### src/hdl/hpc_pkg.sv
// constants and helpers shared by the half precision narrowing datapath
// assumes a single core clock; no state lives here
package hpc_pkg;
   ////////////////////////////////////////////////////////////////////////
   // register map, byte addresses on the apb word grid
   localparam int ADDR_W = 8;
   localparam logic [7:0] REG_STATUS = 8'h00;
   localparam logic [7:0] REG_CTRL = 8'h04;
   localparam logic [7:0] REG_IRQ_MASK = 8'h08;
   localparam logic [7:0] REG_FEATURE = 8'h0C;
   localparam logic [7:0] REG_EXTENDED_CONTROL_REG_ZERO = 8'h10;
   ////////////////////////////////////////////////////////////////////////
   // flag positions, shared by status, exception masks and irq mask
   localparam int NFLAGS = 6;
   localparam int FL_INVALID = 0;
   localparam int FL_DENORM = 1;
   localparam int FL_REFUSED = 2;
   localparam int FL_OVF = 3;
   localparam int FL_UNF = 4;
   localparam int FL_PREC = 5;
   // control register: masks [5:0], rounding field, tiny flush, os save
   localparam int CTRL_W = 12;
   localparam int CTRL_RC_LO = 8;
   localparam int CTRL_FTZ = 10;
   localparam int CTRL_OSSAVE = 11;
   localparam logic [CTRL_W-1:0] CTRL_RESET = 12'h03F;
   // identification word bits
   localparam int FEAT_OSSAVE_BIT = 27;
   localparam int FEAT_VEC_BIT = 28;
   localparam int FEAT_HALF_BIT = 29;
   localparam logic [31:0] EXTENDED_CONTROL_REG_ZERO_NEED = 32'h00000006;
   ////////////////////////////////////////////////////////////////////////
   // rounding
   localparam int IMM_SRC_BIT = 2;
   localparam logic [1:0] RND_NEAR = 2'h0;
   localparam logic [1:0] RND_DOWN = 2'h1;
   localparam logic [1:0] RND_UP = 2'h2;
   // formats
   localparam logic [7:0] SP_EXP_ALL = 8'hFF;
   localparam logic [4:0] HP_EXP_ALL = 5'h1F;
   localparam logic signed [9:0] SP_BIAS = 10'sh07F;
   localparam logic signed [9:0] SP_EMIN_DEN = -10'sh07E;
   localparam logic signed [9:0] HP_BIAS = 10'sh00F;
   localparam logic signed [9:0] HP_EMIN = -10'sh00E;
   localparam logic [9:0] HP_EXP_OVF = 10'h01F;
   localparam logic [9:0] HP_QUIET = 10'h200;
   localparam logic [4:0] SHIFT_NORM = 5'h0D;
   localparam logic [4:0] SHIFT_CAP = 5'h19;
   localparam logic signed [9:0] SHIFT_SPAN = 10'sh00C;

   function automatic logic addr_known(input logic [ADDR_W-1:0] a);
      return (a == REG_STATUS) || (a == REG_CTRL) || (a == REG_IRQ_MASK) ||
             (a == REG_FEATURE) || (a == REG_EXTENDED_CONTROL_REG_ZERO);
   endfunction : addr_known
endpackage : hpc_pkg

### src/hdl/hpc_convert.sv
// packed single to half narrowing unit with exception policy and apb registers
// assumes the issue pipeline shares clk_in; requests may come every cycle
//
// Chosen here: the register addresses and the APB register port.
`timescale 1ns/100ps
module hpc_convert
   import hpc_pkg::*;
#(
   parameter int LANES = 4
)
(
   input wire logic clk_in,
   input wire logic rst_n_in,
   input wire logic psel_in,
   input wire logic penable_in,
   input wire logic pwrite_in,
   input wire logic [ADDR_W-1:0] paddr_in,
   input wire logic [31:0] pwdata_in,
   output logic [31:0] prdata_out,
   output logic pready_out,
   output logic pslverr_out,
   input wire logic req_valid_in,
   input wire logic [LANES*32-1:0] req_src_in,
   input wire logic [7:0] req_imm_in,
   output logic res_valid_out,
   output logic [LANES*16-1:0] res_data_out,
   output logic [LANES-1:0] res_write_out,
   output logic res_trap_out,
   output logic res_refused_out,
   output logic [NFLAGS-1:0] res_flags_out,
   output logic irq_out
);
   ////////////////////////////////////////////////////////////////////////
   // register state
   logic [NFLAGS-1:0] status_ff;
   logic [CTRL_W-1:0] ctrl_ff;
   logic [NFLAGS-1:0] irq_mask_ff;
   logic [31:0] extended_control_reg_zero_ff;
   logic [31:0] prdata_ff;
   logic pslverr_ff;
   logic irq_ff;
   // request stage
   logic req_valid_ff;
   logic [LANES*32-1:0] req_src_ff;
   logic [7:0] req_imm_ff;
   // result stage
   logic res_valid_ff;
   logic [LANES*16-1:0] res_data_ff;
   logic [LANES-1:0] res_write_ff;
   logic res_trap_ff;
   logic res_refused_ff;
   logic [NFLAGS-1:0] res_flags_ff;

   ////////////////////////////////////////////////////////////////////////
   // bus handshake
   logic wr_stb;
   logic rd_load;
   logic pready_w;

   hpc_apb_port u_apb (
      .clk_in(clk_in),
      .rst_n_in(rst_n_in),
      .psel_in(psel_in),
      .penable_in(penable_in),
      .pwrite_in(pwrite_in),
      .pready_out(pready_w),
      .wr_stb_out(wr_stb),
      .rd_load_out(rd_load)
   );

   wire hit = addr_known(paddr_in);
   wire wr_status = wr_stb && (paddr_in == REG_STATUS);
   wire wr_ctrl = wr_stb && (paddr_in == REG_CTRL);
   wire wr_irq_mask = wr_stb && (paddr_in == REG_IRQ_MASK);
   wire wr_extended_control_reg_zero = wr_stb && (paddr_in == REG_EXTENDED_CONTROL_REG_ZERO);

   wire [NFLAGS-1:0] ex_mask = ctrl_ff[NFLAGS-1:0];
   wire [1:0] ctrl_rc = ctrl_ff[CTRL_RC_LO+1:CTRL_RC_LO];

   // identification word; other bits read zero
   wire [31:0] feature_word = (32'h00000001 << FEAT_VEC_BIT) |
                              (32'h00000001 << FEAT_HALF_BIT) |
                              ({31'h00000000, ctrl_ff[CTRL_OSSAVE]} << FEAT_OSSAVE_BIT);

   wire [31:0] rd_mux = (paddr_in == REG_STATUS) ? {26'h0000000, status_ff} :
                        (paddr_in == REG_CTRL) ? {20'h00000, ctrl_ff} :
                        (paddr_in == REG_IRQ_MASK) ? {26'h0000000, irq_mask_ff} :
                        (paddr_in == REG_FEATURE) ? feature_word :
                        (paddr_in == REG_EXTENDED_CONTROL_REG_ZERO) ? extended_control_reg_zero_ff : 32'h00000000;

   // unmapped accesses give an error; unmapped reads return zero data and unmapped writes are dropped
   wire nxt_slverr = psel_in && penable_in && !pready_w && !hit;

   ////////////////////////////////////////////////////////////////////////
   // rounding choice and enable gate
   // imm[7:3] never looked at
   wire [1:0] rmode = req_imm_ff[IMM_SRC_BIT] ? ctrl_rc : req_imm_ff[1:0];
   // conversions are refused until software has enabled the vector state
   wire state_on = ((extended_control_reg_zero_ff & EXTENDED_CONTROL_REG_ZERO_NEED) == EXTENDED_CONTROL_REG_ZERO_NEED);
   wire go = req_valid_ff && state_on;
   wire refuse = req_valid_ff && !state_on;

   ////////////////////////////////////////////////////////////////////////
   // per lane arithmetic and exception policy
   logic [LANES*16-1:0] lane_res;
   logic [LANES-1:0] lane_wr;
   logic [LANES-1:0] lane_trap;
   logic [NFLAGS-1:0] lane_flags [LANES];

   genvar gi;
   generate
      for (gi = 0; gi < LANES; gi++)
      begin : g_lane
         logic [15:0] half;
         logic nan;
         logic snan;
         logic den;
         logic tiny;
         logic inx;
         logic ovf;

         // ftz is deliberately not routed here, tiny results stay denormal
         hpc_lane u_lane (
            .src_in(req_src_ff[gi*32 +: 32]),
            .rmode_in(rmode),
            .half_out(half),
            .nan_out(nan),
            .snan_out(snan),
            .denorm_out(den),
            .tiny_out(tiny),
            .inexact_out(inx),
            .ovf_out(ovf)
         );

         // denormal unmasked is a pre-computation trap: nothing else reported
         wire de_trap = den && !ex_mask[FL_DENORM];
         wire ie = snan;
         wire ie_trap = ie && !ex_mask[FL_INVALID];
         wire ue_unm = tiny && !ex_mask[FL_UNF];
         wire oe_unm = ovf && !ex_mask[FL_OVF];
         // masked underflow only reports when the tiny result lost bits
         wire ue = tiny && (ue_unm || inx) && !de_trap;
         wire oe = ovf && !de_trap;
         // unmasked overflow only signals; no precision report with it
         wire pe = inx && !oe_unm && !de_trap;
         wire pe_trap = pe && !ex_mask[FL_PREC];
         wire hard = de_trap || ie_trap || ue_unm || oe_unm;

         // masked overflow gives signed infinity
         assign lane_res[gi*16 +: 16] = ovf ? {half[15], HP_EXP_ALL, 10'h000} : half;
         // an unmasked precision trap alone still delivers the rounded value
         assign lane_wr[gi] = !hard;
         assign lane_trap[gi] = hard || pe_trap;
         assign lane_flags[gi] = ({{(NFLAGS-1){1'b0}}, ie} << FL_INVALID) |
                                 ({{(NFLAGS-1){1'b0}}, den} << FL_DENORM) |
                                 ({{(NFLAGS-1){1'b0}}, oe} << FL_OVF) |
                                 ({{(NFLAGS-1){1'b0}}, ue} << FL_UNF) |
                                 ({{(NFLAGS-1){1'b0}}, pe} << FL_PREC);
      end
   endgenerate

   ////////////////////////////////////////////////////////////////////////
   // flag accumulation over lanes
   logic [NFLAGS-1:0] all_flags;

   always_comb
   begin
      all_flags = '0;
      for (int k = 0; k < LANES; k++)
      begin
         all_flags = all_flags | lane_flags[k];
      end
   end

   wire [NFLAGS-1:0] refuse_flag = {{(NFLAGS-1){1'b0}}, refuse} << FL_REFUSED;
   wire [NFLAGS-1:0] evt = (go ? all_flags : '0) | refuse_flag;
   wire [NFLAGS-1:0] w1c = wr_status ? pwdata_in[NFLAGS-1:0] : '0;
   // a new event in the clearing cycle survives the clear
   wire [NFLAGS-1:0] nxt_status = (status_ff & ~w1c) | evt;
   wire nxt_irq = |(nxt_status & irq_mask_ff);

   ////////////////////////////////////////////////////////////////////////
   // software registers
   always_ff @(posedge clk_in or negedge rst_n_in)
   begin
      if (!rst_n_in)
      begin
         status_ff <= '0;
         ctrl_ff <= CTRL_RESET;
         irq_mask_ff <= '0;
         extended_control_reg_zero_ff <= '0;
         irq_ff <= 1'b0;
      end
      else
      begin
         status_ff <= nxt_status;
         irq_ff <= nxt_irq;
         if (wr_ctrl)
         begin
            ctrl_ff <= pwdata_in[CTRL_W-1:0];
         end
         if (wr_irq_mask)
         begin
            irq_mask_ff <= pwdata_in[NFLAGS-1:0];
         end
         if (wr_extended_control_reg_zero)
         begin
            extended_control_reg_zero_ff <= pwdata_in;
         end
      end
   end

   // read data and error, loaded on the same edge that raises pready
   always_ff @(posedge clk_in or negedge rst_n_in)
   begin
      if (!rst_n_in)
      begin
         prdata_ff <= '0;
         pslverr_ff <= 1'b0;
      end
      else
      begin
         pslverr_ff <= nxt_slverr;
         if (rd_load)
         begin
            prdata_ff <= rd_mux;
         end
      end
   end

   ////////////////////////////////////////////////////////////////////////
   // request capture
   always_ff @(posedge clk_in or negedge rst_n_in)
   begin
      if (!rst_n_in)
      begin
         req_valid_ff <= 1'b0;
         req_src_ff <= '0;
         req_imm_ff <= '0;
      end
      else
      begin
         req_valid_ff <= req_valid_in;
         if (req_valid_in)
         begin
            req_src_ff <= req_src_in;
            req_imm_ff <= req_imm_in;
         end
      end
   end

   ////////////////////////////////////////////////////////////////////////
   // result stage
   // refused requests return with no lane written and no arithmetic flags
   wire [LANES-1:0] nxt_wr = go ? lane_wr : '0;
   wire nxt_trap = go && (|lane_trap);
   wire [NFLAGS-1:0] nxt_flags = evt;

   always_ff @(posedge clk_in or negedge rst_n_in)
   begin
      if (!rst_n_in)
      begin
         res_valid_ff <= 1'b0;
         res_data_ff <= '0;
         res_write_ff <= '0;
         res_trap_ff <= 1'b0;
         res_refused_ff <= 1'b0;
         res_flags_ff <= '0;
      end
      else
      begin
         res_valid_ff <= req_valid_ff;
         res_write_ff <= nxt_wr;
         res_trap_ff <= nxt_trap;
         res_refused_ff <= refuse;
         res_flags_ff <= nxt_flags;
         if (go)
         begin
            res_data_ff <= lane_res;
         end
      end
   end

   ////////////////////////////////////////////////////////////////////////
   // outputs
   assign prdata_out = prdata_ff;
   assign pready_out = pready_w;
   assign pslverr_out = pslverr_ff;
   assign res_valid_out = res_valid_ff;
   assign res_data_out = res_data_ff;
   assign res_write_out = res_write_ff;
   assign res_trap_out = res_trap_ff;
   assign res_refused_out = res_refused_ff;
   assign res_flags_out = res_flags_ff;
   assign irq_out = irq_ff;
endmodule : hpc_convert

### src/hdl/hpc_lane.sv
// one element narrowing: single precision in, rounded half precision out
// purely combinational; the caller applies masks and registers results
`timescale 1ns/100ps
module hpc_lane
   import hpc_pkg::*;
(
   input wire logic [31:0] src_in,
   input wire logic [1:0] rmode_in,
   output logic [15:0] half_out,
   output logic nan_out,
   output logic snan_out,
   output logic denorm_out,
   output logic tiny_out,
   output logic inexact_out,
   output logic ovf_out
);
   wire sgn = src_in[31];
   wire [7:0] exp_s = src_in[30:23];
   wire [22:0] frac = src_in[22:0];
   wire exp_zero = (exp_s == 8'h00);
   wire exp_all = (exp_s == SP_EXP_ALL);
   wire is_zero = exp_zero && (frac == 23'h000000);
   wire [23:0] sig = {~exp_zero, frac};
   wire signed [9:0] unb = exp_zero ? SP_EMIN_DEN : $signed({2'h0, exp_s}) - SP_BIAS;
   // below 2^-14, denormal sources always land here
   wire tiny = !is_zero && !exp_all && (unb < HP_EMIN);
   wire signed [9:0] deficit = HP_EMIN - unb;
   // beyond the cap every bit is sticky, so a wider shifter buys nothing
   wire [4:0] shift = !tiny ? SHIFT_NORM :
                      (deficit > SHIFT_SPAN) ? SHIFT_CAP : 5'(deficit) + SHIFT_NORM;
   wire [47:0] wide = {sig, 24'h000000} >> shift;
   wire [10:0] kept = wide[34:24];
   wire rbit = wide[23];
   // at the cap the lowest significand bit falls off the shifter, keep it sticky
   wire sticky = (|wide[22:0]) || ((shift == SHIFT_CAP) && sig[0]);
   wire inc = (rmode_in == RND_NEAR) ? rbit && (sticky || kept[0]) :
              (rmode_in == RND_DOWN) ? (rbit || sticky) && sgn :
              (rmode_in == RND_UP) ? (rbit || sticky) && !sgn : 1'b0;
   wire [11:0] rnd = {1'b0, kept} + {11'h000, inc};
   wire [9:0] hexp = 10'(unb + HP_BIAS);
   // a carry out of the mantissa leaves rnd[9:0] zero, so it serves both paths
   wire [9:0] exp_n = tiny ? {9'h000, rnd[10]} : hexp + {9'h000, rnd[11]};
   wire nan = exp_all && (frac != 23'h000000);
   wire snan = nan && !frac[22];

   assign nan_out = nan;
   assign snan_out = snan;
   assign denorm_out = exp_zero && (frac != 23'h000000);
   assign tiny_out = tiny;
   wire ovf = !exp_all && !tiny && !is_zero && (exp_n >= HP_EXP_OVF);
   // an overflowed value has no exact half form either
   assign inexact_out = !exp_all && (rbit || sticky || ovf);
   assign ovf_out = ovf;
   // nan keeps sign, takes all-ones exponent, drops 13 low bits
   assign half_out = nan ? {sgn, HP_EXP_ALL, frac[22:13] | (snan ? HP_QUIET : 10'h000)} :
                     exp_all ? {sgn, HP_EXP_ALL, 10'h000} :
                     is_zero ? {sgn, 15'h0000} :
                     {sgn, exp_n[4:0], rnd[9:0]};
endmodule : hpc_lane

### src/hdl/hpc_apb_port.sv
// apb slave handshake: one wait state, then pready for one cycle
// assumes the master holds its request until it sees pready
`timescale 1ns/100ps
module hpc_apb_port
(
   input wire logic clk_in,
   input wire logic rst_n_in,
   input wire logic psel_in,
   input wire logic penable_in,
   input wire logic pwrite_in,
   output logic pready_out,
   output logic wr_stb_out,
   output logic rd_load_out
);
   logic pready_ff;
   wire access = psel_in && penable_in;
   wire nxt_pready = access && !pready_ff;

   always_ff @(posedge clk_in or negedge rst_n_in)
   begin
      if (!rst_n_in)
      begin
         pready_ff <= 1'b0;
      end
      else
      begin
         pready_ff <= nxt_pready;
      end
   end

   assign pready_out = pready_ff;
   // write lands on the edge that samples pready high
   assign wr_stb_out = access && pready_ff && pwrite_in;
   // read data is loaded so it stands while pready is high
   assign rd_load_out = access && !pready_ff && !pwrite_in;
endmodule : hpc_apb_port

### config.mk
export PLATFORM = sky130hd
export DESIGN_NAME = hpc_convert
export DESIGN_NICKNAME = d
export VERILOG_FILES = /design/src/hdl/hpc_pkg.sv /design/src/hdl/hpc_convert.sv /design/src/hdl/hpc_lane.sv /design/src/hdl/hpc_apb_port.sv
export SDC_FILE = /design/constraint.sdc
export NUM_CORES = 1
export LEC_CHECK = 0
export BUFFER_PORTS_ARGS = -buffer_cell sky130_fd_sc_hd__buf_2
export CORE_ASPECT_RATIO = 1.25
export CORE_UTILIZATION = 60
export CTS_CLUSTER_DIAMETER = 120
export DETAILED_ROUTE_END_ITERATION = 16
export PLACE_DENSITY = 0.78
export SLEW_MARGIN = 20
export SYNTH_ARGS = -nofsm -noshare
export SYNTH_HDL_FRONTEND = slang
export SYNTH_HIERARCHICAL = 1
export SYNTH_SLANG_ARGS = --single-unit
### constraint.sdc
create_clock -name clk_in -period 9.08 [get_ports clk_in]
set_clock_uncertainty 0.2 [all_clocks]
set_input_delay 2.724 -clock clk_in [delete_from_list [all_inputs] [get_ports clk_in]]
set_output_delay 2.724 -clock clk_in [all_outputs]
set_load 0.005 [all_outputs]
# == Yosys cells after proc, flatten, opt, wreduce, memory -nomap -nowiden ==
# Cells that the tools add are included.
# classes
n_shift,4
order_cmp,12
n_bitwise,32
muxes,57
n_reduce_logical,210
eq_ne,15
addsub,24
# ops
op,count
two-way mux 15 bit,16
>> shifter 48 x 5 -> 35 bit,4
two-way mux 32 bit,5
two-way mux 10 bit,12
logical AND 1 bit,109
logical NOT 23 bit,4
nonzero test 23 bit,4
OR reduction 23 bit,4
adder 11 x 1 -> 12 bit,4
logical NOT 1 bit,41
adder 10 x 1 -> 10 bit,4
"adder 10 x 5 -> 10 bit, second input constant",4
">= comparator 10 x 5 -> 1 bit, second input constant",4
"greater-than comparator 10 x 5 -> 1 bit, second input constant",4
logical NOT 8 bit,5
logical OR 1 bit,40
"< comparator 10 x 5 -> 1 bit, second input constant",4
two-way mux 5 bit,8
bitwise OR 10 bit,4
"subtractor 5 x 10 -> 10 bit, first input constant",4
"subtractor 8 x 7 -> 9 bit, second input constant",4
"equality test 8 bit, second input constant",4
bitwise OR 5 x 6 -> 6 bit,4
bitwise OR 6 bit,4
21 further kinds,54
# word_totals
input_bits,182
output_inout_bits,112
wordCells,371
register_bits,300

# == Logic depth before layout (Yosys ltp) ==
# Gate-level depths: netlist of run 1.
# depth
word_depth,34
mapped_depth,41
ltp_nobuf,37

# == By module ==
# The synthesis of run 1 kept the hierarchy.
# modules_own_cells
mod,seq_area_each_um2,area_each_um2,instances,cells_each
hpc_convert,7464.7,11688.7,1,922
hpc_lane at g_lane[0].u_lane ...,0.0,2803.9,2,402
hpc_lane at g_lane[2].u_lane,0.0,3806.2,1,574
hpc_lane at g_lane[3].u_lane,0.0,3370.7,1,547
hpc_apb_port,25.0,57.6,1,4

# == Least setup slack after synthesis of run 1 ==
# No wires, ideal clock.
# synth_timing
path_kind,reg2reg
from,reg req_src_ff[119]
to,reg irq_ff (netlist: irq_out)
stages_incl_launch_ff,38
arrival_time_ns,7.819
setup_ns,0.134
n_path_buf,7
slack_ns,0.926
synth_period_minus_slack_ns,8.154
required_ns,8.746
path_cell_list,dfrtp_1 -> clkbuf_1 -> inv_1 -> ha_1 -> clkbuf_1 -> clkinv_1 -> nor4_1 -> nand4_1 -> o21a_1 -> a221o_1 -> buf_6 -> a21oi_1 -> buf_2 -> buf_1 -> mux2i_1 -> mux2i_1 -> o21ai_0 -> o31ai_1 -> [... 2 more ...] -> inv_1 -> or4_1 -> buf_2 -> or4_1 -> ha_1 -> nand4_1 -> o21ai_0 -> o31a_1 -> o22ai_1 -> nor3_1 -> a211oi_1 -> nor4_1 -> clkbuf_1 -> o41a_1 -> o31a_1 -> a22o_1 -> a221oi_2 -> nand4b_1
# synth_via
word_cells_on_any_way,64
cone_classes,add/sub: 6; order compare: 3; eq/ne: 2; shift: 1; mux: 8; bitwise: 9; reduce/logical: 35
# synth_rtl
element,line_no,rtl
start: declaration,hpc_convert.sv:44,logic [LANES*32-1:0] req_src_ff;
start signal: assignment,hpc_convert.sv:246,req_src_ff <= req_src_in;
subtractor 8 x 7 -> 9 bit / logical NOT 8 bit (equally long branches),"hpc_lane.sv:24, hpc_lane.sv:20",
two-way mux 10 bit / logical AND 1 bit (equally long branches),"hpc_lane.sv:24, hpc_lane.sv:22",
subtractor 5 x 10 -> 10 bit / logical NOT 1 bit (equally long branches),"hpc_lane.sv:27, hpc_lane.sv:26, hpc_lane.sv:50",
"greater-than comparator 10 x 5 -> 1 bit, or another cell as far along",hpc_lane.sv:30,(deficit > SHIFT_SPAN) ? SHIFT_CAP : 5'(deficit) + SHIFT_NORM;
two-way mux 5 bit / logical AND 1 bit (equally long branches),"hpc_lane.sv:30, hpc_lane.sv:26",
two-way mux 5 bit,hpc_lane.sv:29,wire [4:0] shift = !tiny ? SHIFT_NORM :
>> shifter 48 x 5 -> 35 bit / equality test 5 bit (equally long branches),"hpc_lane.sv:31, hpc_lane.sv:35",
OR reduction 23 bit / logical AND 1 bit (equally long branches),hpc_lane.sv:35,wire sticky = (|wide[22:0]) || ((shift == SHIFT_CAP) && sig[0]);
[... 11 more ...],n/a,
via g_lane[3].ovf,hpc_convert.sv:120,logic ovf;
[... 4 more ...],n/a,
bitwise OR 6 bit *,hpc_convert.sv:171,all_flags = all_flags | lane_flags[k];
two-way mux 6 bit *,hpc_convert.sv:176,wire [NFLAGS-1:0] evt = (go ? all_flags : '0) | refuse_flag;
bitwise OR 6 x 3 -> 6 bit *,hpc_convert.sv:176,
via evt[3],hpc_convert.sv:176,
bitwise OR 6 bit *,hpc_convert.sv:179,wire [NFLAGS-1:0] nxt_status = (status_ff & ~w1c) | evt;
AND 6 bit *,hpc_convert.sv:180,wire nxt_irq = |(nxt_status & irq_mask_ff);
OR reduction 6 bit *,hpc_convert.sv:180,
via nxt_irq,hpc_convert.sv:180,
end signal: assignment,hpc_convert.sv:197,irq_ff <= nxt_irq;
end: declaration,hpc_convert.sv:41,logic irq_ff;
# Mark *: on every way through the listed nets, which the timed path passes. The rest lies on a longest branch.
# A chain may end at the register's enable or synchronous reset.

# == Worst setup path in the final report of run 1 ==
# layout_timing
from,reg req_src_ff[24]
to,reg irq_ff (netlist: irq_out)
# layout_via
word_cells_on_any_way,66
cone_classes,add/sub: 6; order compare: 3; eq/ne: 2; shift: 1; mux: 8; bitwise: 11; reduce/logical: 35
# layout_rtl
element,line_no
subtractor 8 x 7 -> 9 bit / logical NOT 8 bit (equally long branches),"hpc_lane.sv:24, hpc_lane.sv:20"
two-way mux 10 bit / logical AND 1 bit (equally long branches),"hpc_lane.sv:24, hpc_lane.sv:22"
subtractor 5 x 10 -> 10 bit / logical NOT 1 bit (equally long branches),"hpc_lane.sv:27, hpc_lane.sv:26, hpc_lane.sv:50"
"greater-than comparator 10 x 5 -> 1 bit, or another cell as far along",hpc_lane.sv:30
two-way mux 5 bit / logical AND 1 bit (equally long branches),"hpc_lane.sv:30, hpc_lane.sv:26"
two-way mux 5 bit,hpc_lane.sv:29
>> shifter 48 x 5 -> 35 bit / equality test 5 bit (equally long branches),"hpc_lane.sv:31, hpc_lane.sv:35"
OR reduction 23 bit / logical AND 1 bit (equally long branches),hpc_lane.sv:35
[... 11 more ...],n/a
via g_lane[0].ovf,hpc_convert.sv:120
[... 4 more ...],n/a
bitwise OR 6 bit * (3 in a row),hpc_convert.sv:171
two-way mux 6 bit *,hpc_convert.sv:176
bitwise OR 6 x 3 -> 6 bit *,hpc_convert.sv:176
via evt[3],hpc_convert.sv:176
bitwise OR 6 bit *,hpc_convert.sv:179
AND 6 bit *,hpc_convert.sv:180
OR reduction 6 bit *,hpc_convert.sv:180
via nxt_irq,hpc_convert.sv:180
# Marked as above.

==> metrics.txt, run 1 <==
# TYPE chip_impl_metric gauge
chip_impl_metric{name="die-width",unit="um"} 183
chip_impl_info{name="critPathLaunch",value="req_src_ff[24]$_DFFE_PN0P_"} 1
chip_impl_metric{name="max-vdd-ir-drop",unit="mV"} 0.177
chip_impl_info{name="criticalPathCategory",value="register to register"} 1
chip_impl_metric{name="synthCells",unit=""} 2851
chip_impl_metric{name="cpPeakStageDelay",unit="ps"} 590
chip_impl_info{name="most_frequently_used_cell_type_in_the_post_synthesis_netlist",value="sky130_fd_sc_hd__nand2_1"} 1
chip_impl_metric{name="place_area",unit="mm2"} 0.0263
chip_impl_metric{name="worstRegToRegCells",unit=""} 32
chip_impl_metric{name="final_net_count",unit=""} 3271
chip_impl_metric{name="h_tree_depth",unit=""} 2
chip_impl_metric{name="dr.first_iter.drc_count",unit=""} 2799
chip_impl_metric{name="grt_start_max_net_pins",unit=""} 175
chip_impl_info{name="r2r-end",value="irq_out$_DFF_PN0_"} 1
chip_impl_metric{name="number_of_cts_inserted_buffers",unit=""} 34
chip_impl_metric{name="holdWs",unit="ps"} 279
chip_impl_info{name="min-delay-path-class",value="register to register"} 1
chip_impl_metric{name="grt_pass1_wl",unit="um"} 133000
chip_impl_metric{name="clock_sinks",unit=""} 299
chip_impl_metric{name="clockBufferDepth",unit=""} 3
chip_impl_info{name="synth_area_leaders",value="sky130_fd_sc_hd__dfrtp_1 30%, sky130_fd_sc_hd__mux2_2 9.5%, sky130_fd_sc_hd__nand2_1 5.1%, sky130_fd_sc_hd__o21ai_0 4.0%, sky130_fd_sc_hd__a21oi_1 3.3%"} 1
chip_impl_metric{name="power_frac_comb",unit=""} 0.427
chip_impl_metric{name="slew_headroom",unit=""} 0.295
chip_impl_metric{name="final_period_minus_worst_setup_slack",unit="ps"} 8700
chip_impl_metric{name="die_y",unit="um"} 228
chip_impl_metric{name="vias",unit=""} 25100
chip_impl_metric{name="max_freq",unit="MHz"} 115
chip_impl_metric{name="drt_pass_1_iters",unit=""} 7
chip_impl_info{name="rsz0062_at_grt",value="no"} 1
chip_impl_metric{name="timing_hold_violations_final",unit=""} 0
chip_impl_info{name="ys.flop_type",value="sky130_fd_sc_hd__dfrtp_1"} 1
chip_impl_metric{name="yosys_reg_bits",unit=""} 299
chip_impl_metric{name="drt_drc_violations_left",unit=""} 0
chip_impl_info{name="synth_top_cell_by_area",value="sky130_fd_sc_hd__dfrtp_1"} 1
chip_impl_metric{name="grt_use_total",unit=""} 0.398
chip_impl_metric{name="p_int",unit="W"} 0.00304
chip_impl_metric{name="critPathMaxFanout",unit=""} 17
chip_impl_info{name="netlist_top_cells_count",value="333 x sky130_fd_sc_hd__nand2_1, 293 x sky130_fd_sc_hd__dfrtp_1, 208 x sky130_fd_sc_hd__mux2_2, 196 x sky130_fd_sc_hd__o21ai_0, 190 x sky130_fd_sc_hd__nor2_1"} 1
chip_impl_metric{name="netlist_area",unit="mm2"} 0.0245
chip_impl_metric{name="data_required_time_of_the_worst_path",unit="ps"} 9310
chip_impl_metric{name="cts_hold_buf",unit=""} 0
chip_impl_metric{name="post-route-period-util",unit=""} 0.958
chip_impl_metric{name="fp.dieArea",unit="mm2"} 0.0417
chip_impl_metric{name="antenna_found_initial",unit=""} 2
chip_impl_metric{name="drt-wirelength-per-cell",unit="um"} 23.4
chip_impl_info{name="run_status",value="finished, final reports clean"} 1
chip_impl_metric{name="globalRoute.totalOverflow",unit=""} 0
chip_impl_info{name="start_kind",value="register"} 1
chip_impl_info{name="crit_path_top_delay_cell",value="sky130_fd_sc_hd__dfrtp_1"} 1
chip_impl_metric{name="ys.warnings.count",unit=""} 6
chip_impl_metric{name="synth_enable_flop_cells",unit=""} 0
chip_impl_metric{name="power.net_switching",unit="W"} 0.00212
chip_impl_metric{name="synth_top_area_frac",unit=""} 0.299
chip_impl_metric{name="synth_cell_types",unit=""} 133
chip_impl_metric{name="p_per_area",unit="mW/mm2"} 188
chip_impl_metric{name="power.share.switching",unit=""} 0.411
chip_impl_metric{name="synth-async-reset-ratio",unit=""} 1.00
chip_impl_metric{name="initial_core_utilization",unit=""} 0.610
chip_impl_metric{name="drive_gt1_frac",unit=""} 0.267
chip_impl_metric{name="clock_latency",unit="ps"} 570
chip_impl_metric{name="sequentialPowerShare",unit=""} 0.303
chip_impl_info{name="tritoncts",value="done"} 1
chip_impl_metric{name="drt-vias-per-instance",unit=""} 6.92
chip_impl_info{name="setup.worst_path.end",value="irq_out$_DFF_PN0_"} 1
chip_impl_metric{name="route.final.wire_length",unit="um"} 85000
chip_impl_info{name="timing.hold.worst.start",value="extended_control_reg_zero_ff[13]$_DFFE_PN0P_"} 1
chip_impl_metric{name="clock_power_share",unit=""} 0.269
chip_impl_metric{name="syn_to_final_growth",unit="%"} 12.2
chip_impl_metric{name="layout.cell_area.non_filler",unit="mm2"} 0.0275
chip_impl_metric{name="setup_violators_final",unit=""} 0
chip_impl_info{name="cts_root_buffer",value="sky130_fd_sc_hd__clkbuf_16"} 1
chip_impl_metric{name="io_buffers",unit=""} 288
chip_impl_metric{name="clkTransAtPathRegs",unit="ps"} 60
chip_impl_info{name="critical_path_endpoint_category",value="register"} 1
chip_impl_metric{name="worstMarginPinSlew",unit="ps"} 1050
chip_impl_metric{name="number_of_slew_limit_violations_in_the_final_report",unit=""} 0
chip_impl_metric{name="finalSetupTns",unit="ps"} 0
chip_impl_metric{name="total_leakage_power",unit="nW"} 11.6
chip_impl_metric{name="syn-mean-instance-area",unit="um2"} 8.60
chip_impl_info{name="startpoint_of_the_worst_slack_reg_to_reg_timing_path",value="req_src_ff[24]$_DFFE_PN0P_"} 1
chip_impl_metric{name="max_cap_violations",unit=""} 0
chip_impl_info{name="crit_path_frequent_cell",value="sky130_fd_sc_hd__nand3_1"} 1
chip_impl_metric{name="io-pin-count",unit=""} 294
chip_impl_metric{name="row_count",unit=""} 82
chip_impl_metric{name="drt.antenna.violating_nets",unit=""} 0
chip_impl_metric{name="critPathArrivalTime",unit="ps"} 8930
chip_impl_metric{name="core_region_area",unit="mm2"} 0.0402
chip_impl_metric{name="synth-seq-area-share",unit=""} 0.305
chip_impl_metric{name="place.detailed.hpwl",unit="um"} 61800
chip_impl_metric{name="via_count_of_the_first_global_routing_pass",unit=""} 24100
chip_impl_metric{name="regToRegSetupSlack",unit="ps"} 380
chip_impl_metric{name="gp_congestion",unit=""} 1.06
chip_impl_metric{name="synthesis.nets",unit=""} 3061
worst min-delay path by stage:
stage,depth (start not counted),to
3_3_place_gp,0,res_valid_out$_DFF_PN0_
5_1_grt,0,res_valid_out$_DFF_PN0_
2_1_floorplan,0,res_valid_out$_DFF_PN0_
3_5_place_dp,0,res_valid_out$_DFF_PN0_
6_report,2,prdata_out[13]$_DFFE_PN0P_
4_1_cts,0,res_valid_out$_DFF_PN0_
state kept, by name (all words and copies together) (netlist names), 3 cells and up:
signal                        count
status_ff                         6
res_write_out                     4
extended_control_reg_zero_ff     32
res_flags_out                     6
res_data_out                     64
ctrl_ff                          12
irq_mask_ff                       6
req_src_ff                      128
prdata_out                       32
req_imm_ff                        3
area by class of cell:
| type | instances | area, um2 |
|---|---|---|
| Sequential cell | 299 | 7490 |
| Fill cell | 3286 | 12700 |
| Clock buffer | 49 | 967 |
| Timing Repair Buffer | 394 | 2270 |
| Tap cell | 546 | 683 |
| Multi-Input combinational cell | 2263 | 15700 |
| Antenna cell | 1 | 2.50 |
| Inverter | 69 | 260 |
| Clock inverter | 13 | 151 |
power by group through the flow:
stage | registers [W] | logic [W] | clock network [W]
6_report | 0.00157 | 0.00221 | 0.00139
5_1_grt | 0.00157 | 0.00236 | 0.00145
4_1_cts | 0.00156 | 0.00213 | 0.00141
3_5_place_dp | 0.00158 | 0.00211 | 0
3_3_place_gp | 0.00158 | 0.00208 | 0
2_1_floorplan | 0.00149 | 0.00159 | 0
cell usage in the layout, fill, tap and decap left out, types with 28 or more instances in the layout:
cell and count:
sky130_fd_sc_hd__dfrtp_1 293, sky130_fd_sc_hd__a31oi_1 35, sky130_fd_sc_hd__nor2_1 190, sky130_fd_sc_hd__a21oi_1 161, sky130_fd_sc_hd__clkbuf_16 34, sky130_fd_sc_hd__nand2_1 333, sky130_fd_sc_hd__nand4_1 44, sky130_fd_sc_hd__nand2b_1 29
sky130_fd_sc_hd__o21ai_0 194, sky130_fd_sc_hd__o22ai_1 61, sky130_fd_sc_hd__buf_2 286, sky130_fd_sc_hd__inv_1 64, sky130_fd_sc_hd__mux2_2 208, sky130_fd_sc_hd__nor3_1 69, sky130_fd_sc_hd__xnor2_1 51, sky130_fd_sc_hd__nor4_1 49
sky130_fd_sc_hd__buf_4 105, sky130_fd_sc_hd__a211oi_1 28, sky130_fd_sc_hd__or3_1 28, sky130_fd_sc_hd__nand3_1 68, sky130_fd_sc_hd__o211ai_1 32, sky130_fd_sc_hd__mux2i_1 64
what timing repair did:
item,CTS,global route
setup endpoints to repair,0,11
setup buffers,0,6
gates resized for setup,0,17
logic make-up after synthesis:
logic type / after synthesis / synth area share
AO/OA/AOI/OAI: 902 / 0.263
XOR/XNOR: 84 / 0.0320
adder cells (fa/ha/maj): 28 / 0.0143
buffers and inverters: 289 / 0.0583
flip-flops: 299 / 0.305
multiplexers: 286 / 0.128
AND/OR/NAND/NOR: 963 / 0.199
worst max-delay path, delay by kind of cell, from the launching register on:
kind            cells  cell delay (ps)
fa+ha+maj           3              860
compound gates     14             3990
flops               1              590
buf+inv             2              410
simple gates       13             2480
routing by layer:
layer | track usage | wire length (um)
met5 | 0 | 13
met1 | 0.490 | 32500
met2 | 0.666 | 40600
met4 | 0.209 | 4780
met3 | 0.0690 | 7120
per-stage QoR:
| stage | utilization | setup WS, ps | total power [W] | instances |
|---|---|---|---|---|
| 6_report | 0.684 | 378 | 0.00516 | 3634 |
| 5_1_grt | 0.684 | 12.3 | 0.00539 | 3633 |
| 3_3_place_gp | 0.654 | 293 | 0.00366 | 3565 |
| 3_5_place_dp | 0.654 | 197 | 0.00369 | 3565 |
| 4_1_cts | 0.682 | 171 | 0.00509 | 3627 |
| 2_1_floorplan | - | 926 | 0.00308 | 2851 |
(Power assumes the default switching activity.)
==> inputs of run 2 (changes only) <==
==> constraint.sdc (replaced) <==
create_clock -name clk_in -period 8.6 [get_ports clk_in]
set_clock_uncertainty 0.2 [all_clocks]
set_input_delay 2.58 -clock clk_in [delete_from_list [all_inputs] [get_ports clk_in]]
set_output_delay 2.58 -clock clk_in [all_outputs]
set_load 0.005 [all_outputs]
==> run 2 against run 1 <==
Sequential share of layout area is 0.44 points lower. Clock-buffer cell count fell by 9. Worst hold slack worse by 3.0 ps. Design area up 1.7%. Global-route usage up 1.9 points. Total power is 5.8% higher. Routed wire length is 6.0% higher. Setup slack got worse by 90 ps. Fmax increased by 4.7%. Sequential cell count unchanged. Die area unchanged. Critical path type unchanged. Highest routed layer unchanged.
==> metrics.txt, run 2 (synthesis results as in run 1) <==
# TYPE chip_impl_metric gauge
chip_impl_info{name="run_status",value="finished, final reports clean"} 1
chip_impl_metric{name="drive_gt1_frac",unit=""} 0.287
chip_impl_metric{name="drt.antenna.violating_nets",unit=""} 0
chip_impl_metric{name="fp.dieArea",unit="mm2"} 0.0417
chip_impl_info{name="cts_root_buffer",value="sky130_fd_sc_hd__clkbuf_16"} 1
chip_impl_metric{name="grt_start_max_net_pins",unit=""} 116
chip_impl_metric{name="slew_headroom",unit=""} 0.271
chip_impl_metric{name="grt_use_total",unit=""} 0.418
chip_impl_info{name="criticalPathCategory",value="register to register"} 1
chip_impl_metric{name="via_count_of_the_first_global_routing_pass",unit=""} 24900
chip_impl_metric{name="clock_sinks",unit=""} 299
chip_impl_metric{name="syn_to_final_growth",unit="%"} 14.1
chip_impl_metric{name="drt-wirelength-per-cell",unit="um"} 24.5
chip_impl_metric{name="antenna_found_initial",unit=""} 2
chip_impl_metric{name="power.net_switching",unit="W"} 0.00226
chip_impl_metric{name="number_of_cts_inserted_buffers",unit=""} 31
chip_impl_metric{name="setup_violators_final",unit=""} 0
chip_impl_metric{name="clkTransAtPathRegs",unit="ps"} 60
chip_impl_metric{name="layout.cell_area.non_filler",unit="mm2"} 0.0280
chip_impl_metric{name="power_frac_comb",unit=""} 0.447
chip_impl_metric{name="number_of_slew_limit_violations_in_the_final_report",unit=""} 0
chip_impl_metric{name="power.share.switching",unit=""} 0.413
chip_impl_metric{name="finalSetupTns",unit="ps"} 0
chip_impl_metric{name="die_y",unit="um"} 228
chip_impl_info{name="crit_path_top_delay_cell",value="sky130_fd_sc_hd__or4_1"} 1
chip_impl_metric{name="drt_pass_1_iters",unit=""} 6
chip_impl_info{name="layout_commonest_cell",value="sky130_fd_sc_hd__nand2_1"} 1
chip_impl_metric{name="h_tree_depth",unit=""} 1
chip_impl_metric{name="total_leakage_power",unit="nW"} 11.9
chip_impl_metric{name="globalRoute.totalOverflow",unit=""} 0
chip_impl_metric{name="num-fill-cells",unit=""} 3138
chip_impl_info{name="timing.hold.worst.start",value="extended_control_reg_zero_ff[23]$_DFFE_PN0P_"} 1
chip_impl_metric{name="dr.first_iter.drc_count",unit=""} 2890
chip_impl_info{name="min-delay-path-class",value="register to register"} 1
chip_impl_metric{name="largest_reg_flops",unit=""} 128
chip_impl_metric{name="max_freq",unit="MHz"} 120
chip_impl_info{name="startpoint_of_the_worst_slack_reg_to_reg_timing_path",value="req_src_ff[23]$_DFFE_PN0P_"} 1
chip_impl_metric{name="core_region_area",unit="mm2"} 0.0402
chip_impl_metric{name="clockBufferDepth",unit=""} 3
chip_impl_metric{name="layoutNonFillerInstCount",unit=""} 3681
chip_impl_metric{name="cpPeakStageDelay",unit="ps"} 610
chip_impl_metric{name="initial_core_utilization",unit=""} 0.610
chip_impl_metric{name="row_count",unit=""} 82
chip_impl_info{name="start_kind",value="register"} 1
chip_impl_metric{name="dpl_worst_slack",unit="ps"} 122
chip_impl_info{name="most-common-layout-cells",value="333 x sky130_fd_sc_hd__nand2_1, 289 x sky130_fd_sc_hd__dfrtp_1, 286 x sky130_fd_sc_hd__buf_2"} 1
chip_impl_info{name="critical_path_endpoint_category",value="register"} 1
chip_impl_metric{name="max-vdd-ir-drop",unit="mV"} 0.190
chip_impl_metric{name="io-pin-count",unit=""} 294
chip_impl_metric{name="gp_congestion",unit=""} 1.08
chip_impl_metric{name="critPathArrivalTime",unit="ps"} 8590
chip_impl_metric{name="p_per_area",unit="mW/mm2"} 195
chip_impl_metric{name="grt_pass1_wl",unit="um"} 139000
chip_impl_metric{name="final_period_minus_worst_setup_slack",unit="ps"} 8310
chip_impl_metric{name="route.final.wire_length",unit="um"} 90100
chip_impl_metric{name="vias",unit=""} 25700
chip_impl_metric{name="place_area",unit="mm2"} 0.0267
chip_impl_info{name="tritoncts",value="done"} 1
chip_impl_metric{name="post-route-period-util",unit=""} 0.967
chip_impl_info{name="critPathLaunch",value="req_src_ff[23]$_DFFE_PN0P_"} 1
chip_impl_metric{name="drt_drc_violations_left",unit=""} 0
chip_impl_metric{name="clock_latency",unit="ps"} 620
chip_impl_metric{name="max_cap_violations",unit=""} 0
chip_impl_metric{name="io_buffers",unit=""} 288
chip_impl_metric{name="clock_power_share",unit=""} 0.253
chip_impl_metric{name="drt-vias-per-instance",unit=""} 6.98
chip_impl_metric{name="data_required_time_of_the_worst_path",unit="ps"} 8880
chip_impl_metric{name="sequentialPowerShare",unit=""} 0.301
chip_impl_metric{name="worstMarginPinSlew",unit="ps"} 1090
chip_impl_metric{name="die-width",unit="um"} 183
chip_impl_info{name="registers.top_by_ff_count",value="req_src_ff"} 1
chip_impl_metric{name="timing_hold_violations_final",unit=""} 0
chip_impl_metric{name="place.detailed.hpwl",unit="um"} 65200
chip_impl_metric{name="critPathMaxFanout",unit=""} 20
chip_impl_metric{name="p_int",unit="W"} 0.00321
chip_impl_metric{name="final_net_count",unit=""} 3320
chip_impl_metric{name="placed_cells",unit=""} 3611
chip_impl_metric{name="final_critical_path_setup_slack",unit="ps"} 288
-- run 2: worst max-delay path: cells and delay by family (launching register included) --
family / cells / cell delay (ps)
AND/OR/NAND/NOR: 15 / 3360
AO/OA/AOI/OAI: 10 / 2520
adder cells (fa/ha/maj): 3 / 610
buffers and inverters: 3 / 530
flip-flops: 1 / 500
multiplexers: 2 / 430
-- run 2: worst paths after layout --
kind | to | slack [ps] | cells after the start
max reg2reg | irq_out$_DFF_PN0_ | 290 | 33
min reg2reg | prdata_out[23]$_DFFE_PN0P_ | 280 | 2
max in group asynchronous | irq_mask_ff[4]$_DFFE_PN0P_ | 4920 | 2
max | irq_out$_DFF_PN0_ | 290 | 33
min | prdata_out[23]$_DFFE_PN0P_ | 280 | 2
min in group asynchronous | ctrl_ff[8]$_DFFE_PN0P_ | 1790 | 1
-- run 2: per-layer routing --
metal,track usage,vias up,share of wire,wire (um)
met2,0.711,1669,0.48,43300
met1,0.500,12300,0.36,32900
li1,-,11300,-,-
met5,0,-,0.00018,16
met4,0.231,2,0.064,5730
met3,0.0683,447,0.090,8160
-- run 2: layout make-up --
class	count	area (um2)	share of cell area
diodes	1	2.50	0.0000894
clock inverters	17	195	0.00697
repair buffers	444	2670	0.0952
well taps	546	683	0.0244
multi-input cells	2265	15900	0.567
inverters	69	262	0.00934
clock buffers	40	830	0.0296
flip-flops and latches	299	7490	0.268
-- run 2: power by group through the flow --
stage                     sequential, W  clock (W)  combinational (W)
final                           0.00164    0.00138            0.00244
after global routing            0.00165    0.00145            0.00260
after CTS                       0.00163    0.00140            0.00232
after detailed placement        0.00165          0            0.00230
after global placement          0.00165          0            0.00228
after floorplan                 0.00158          0            0.00168
-- run 2: repair_timing --
action / in CTS / in global routing
hold buffers: 0 / 0
resized for setup: 0 / 52
setup buffers: 0 / 10
setup endpoints to repair: 0 / 11
hold endpoints to repair: 0 / 0
-- run 2: through the flow --
| step | hold slack (ps) | power (W) | util |
|---|---|---|---|
| finish | 276 | 0.00546 | 0.696 |
| floorplan | 182 | 0.00325 | - |
| detailed placement | 265 | 0.00396 | 0.663 |
| CTS | 280 | 0.00535 | 0.688 |
| global route | 300 | 0.00569 | 0.696 |
| global placement | 252 | 0.00393 | 0.663 |
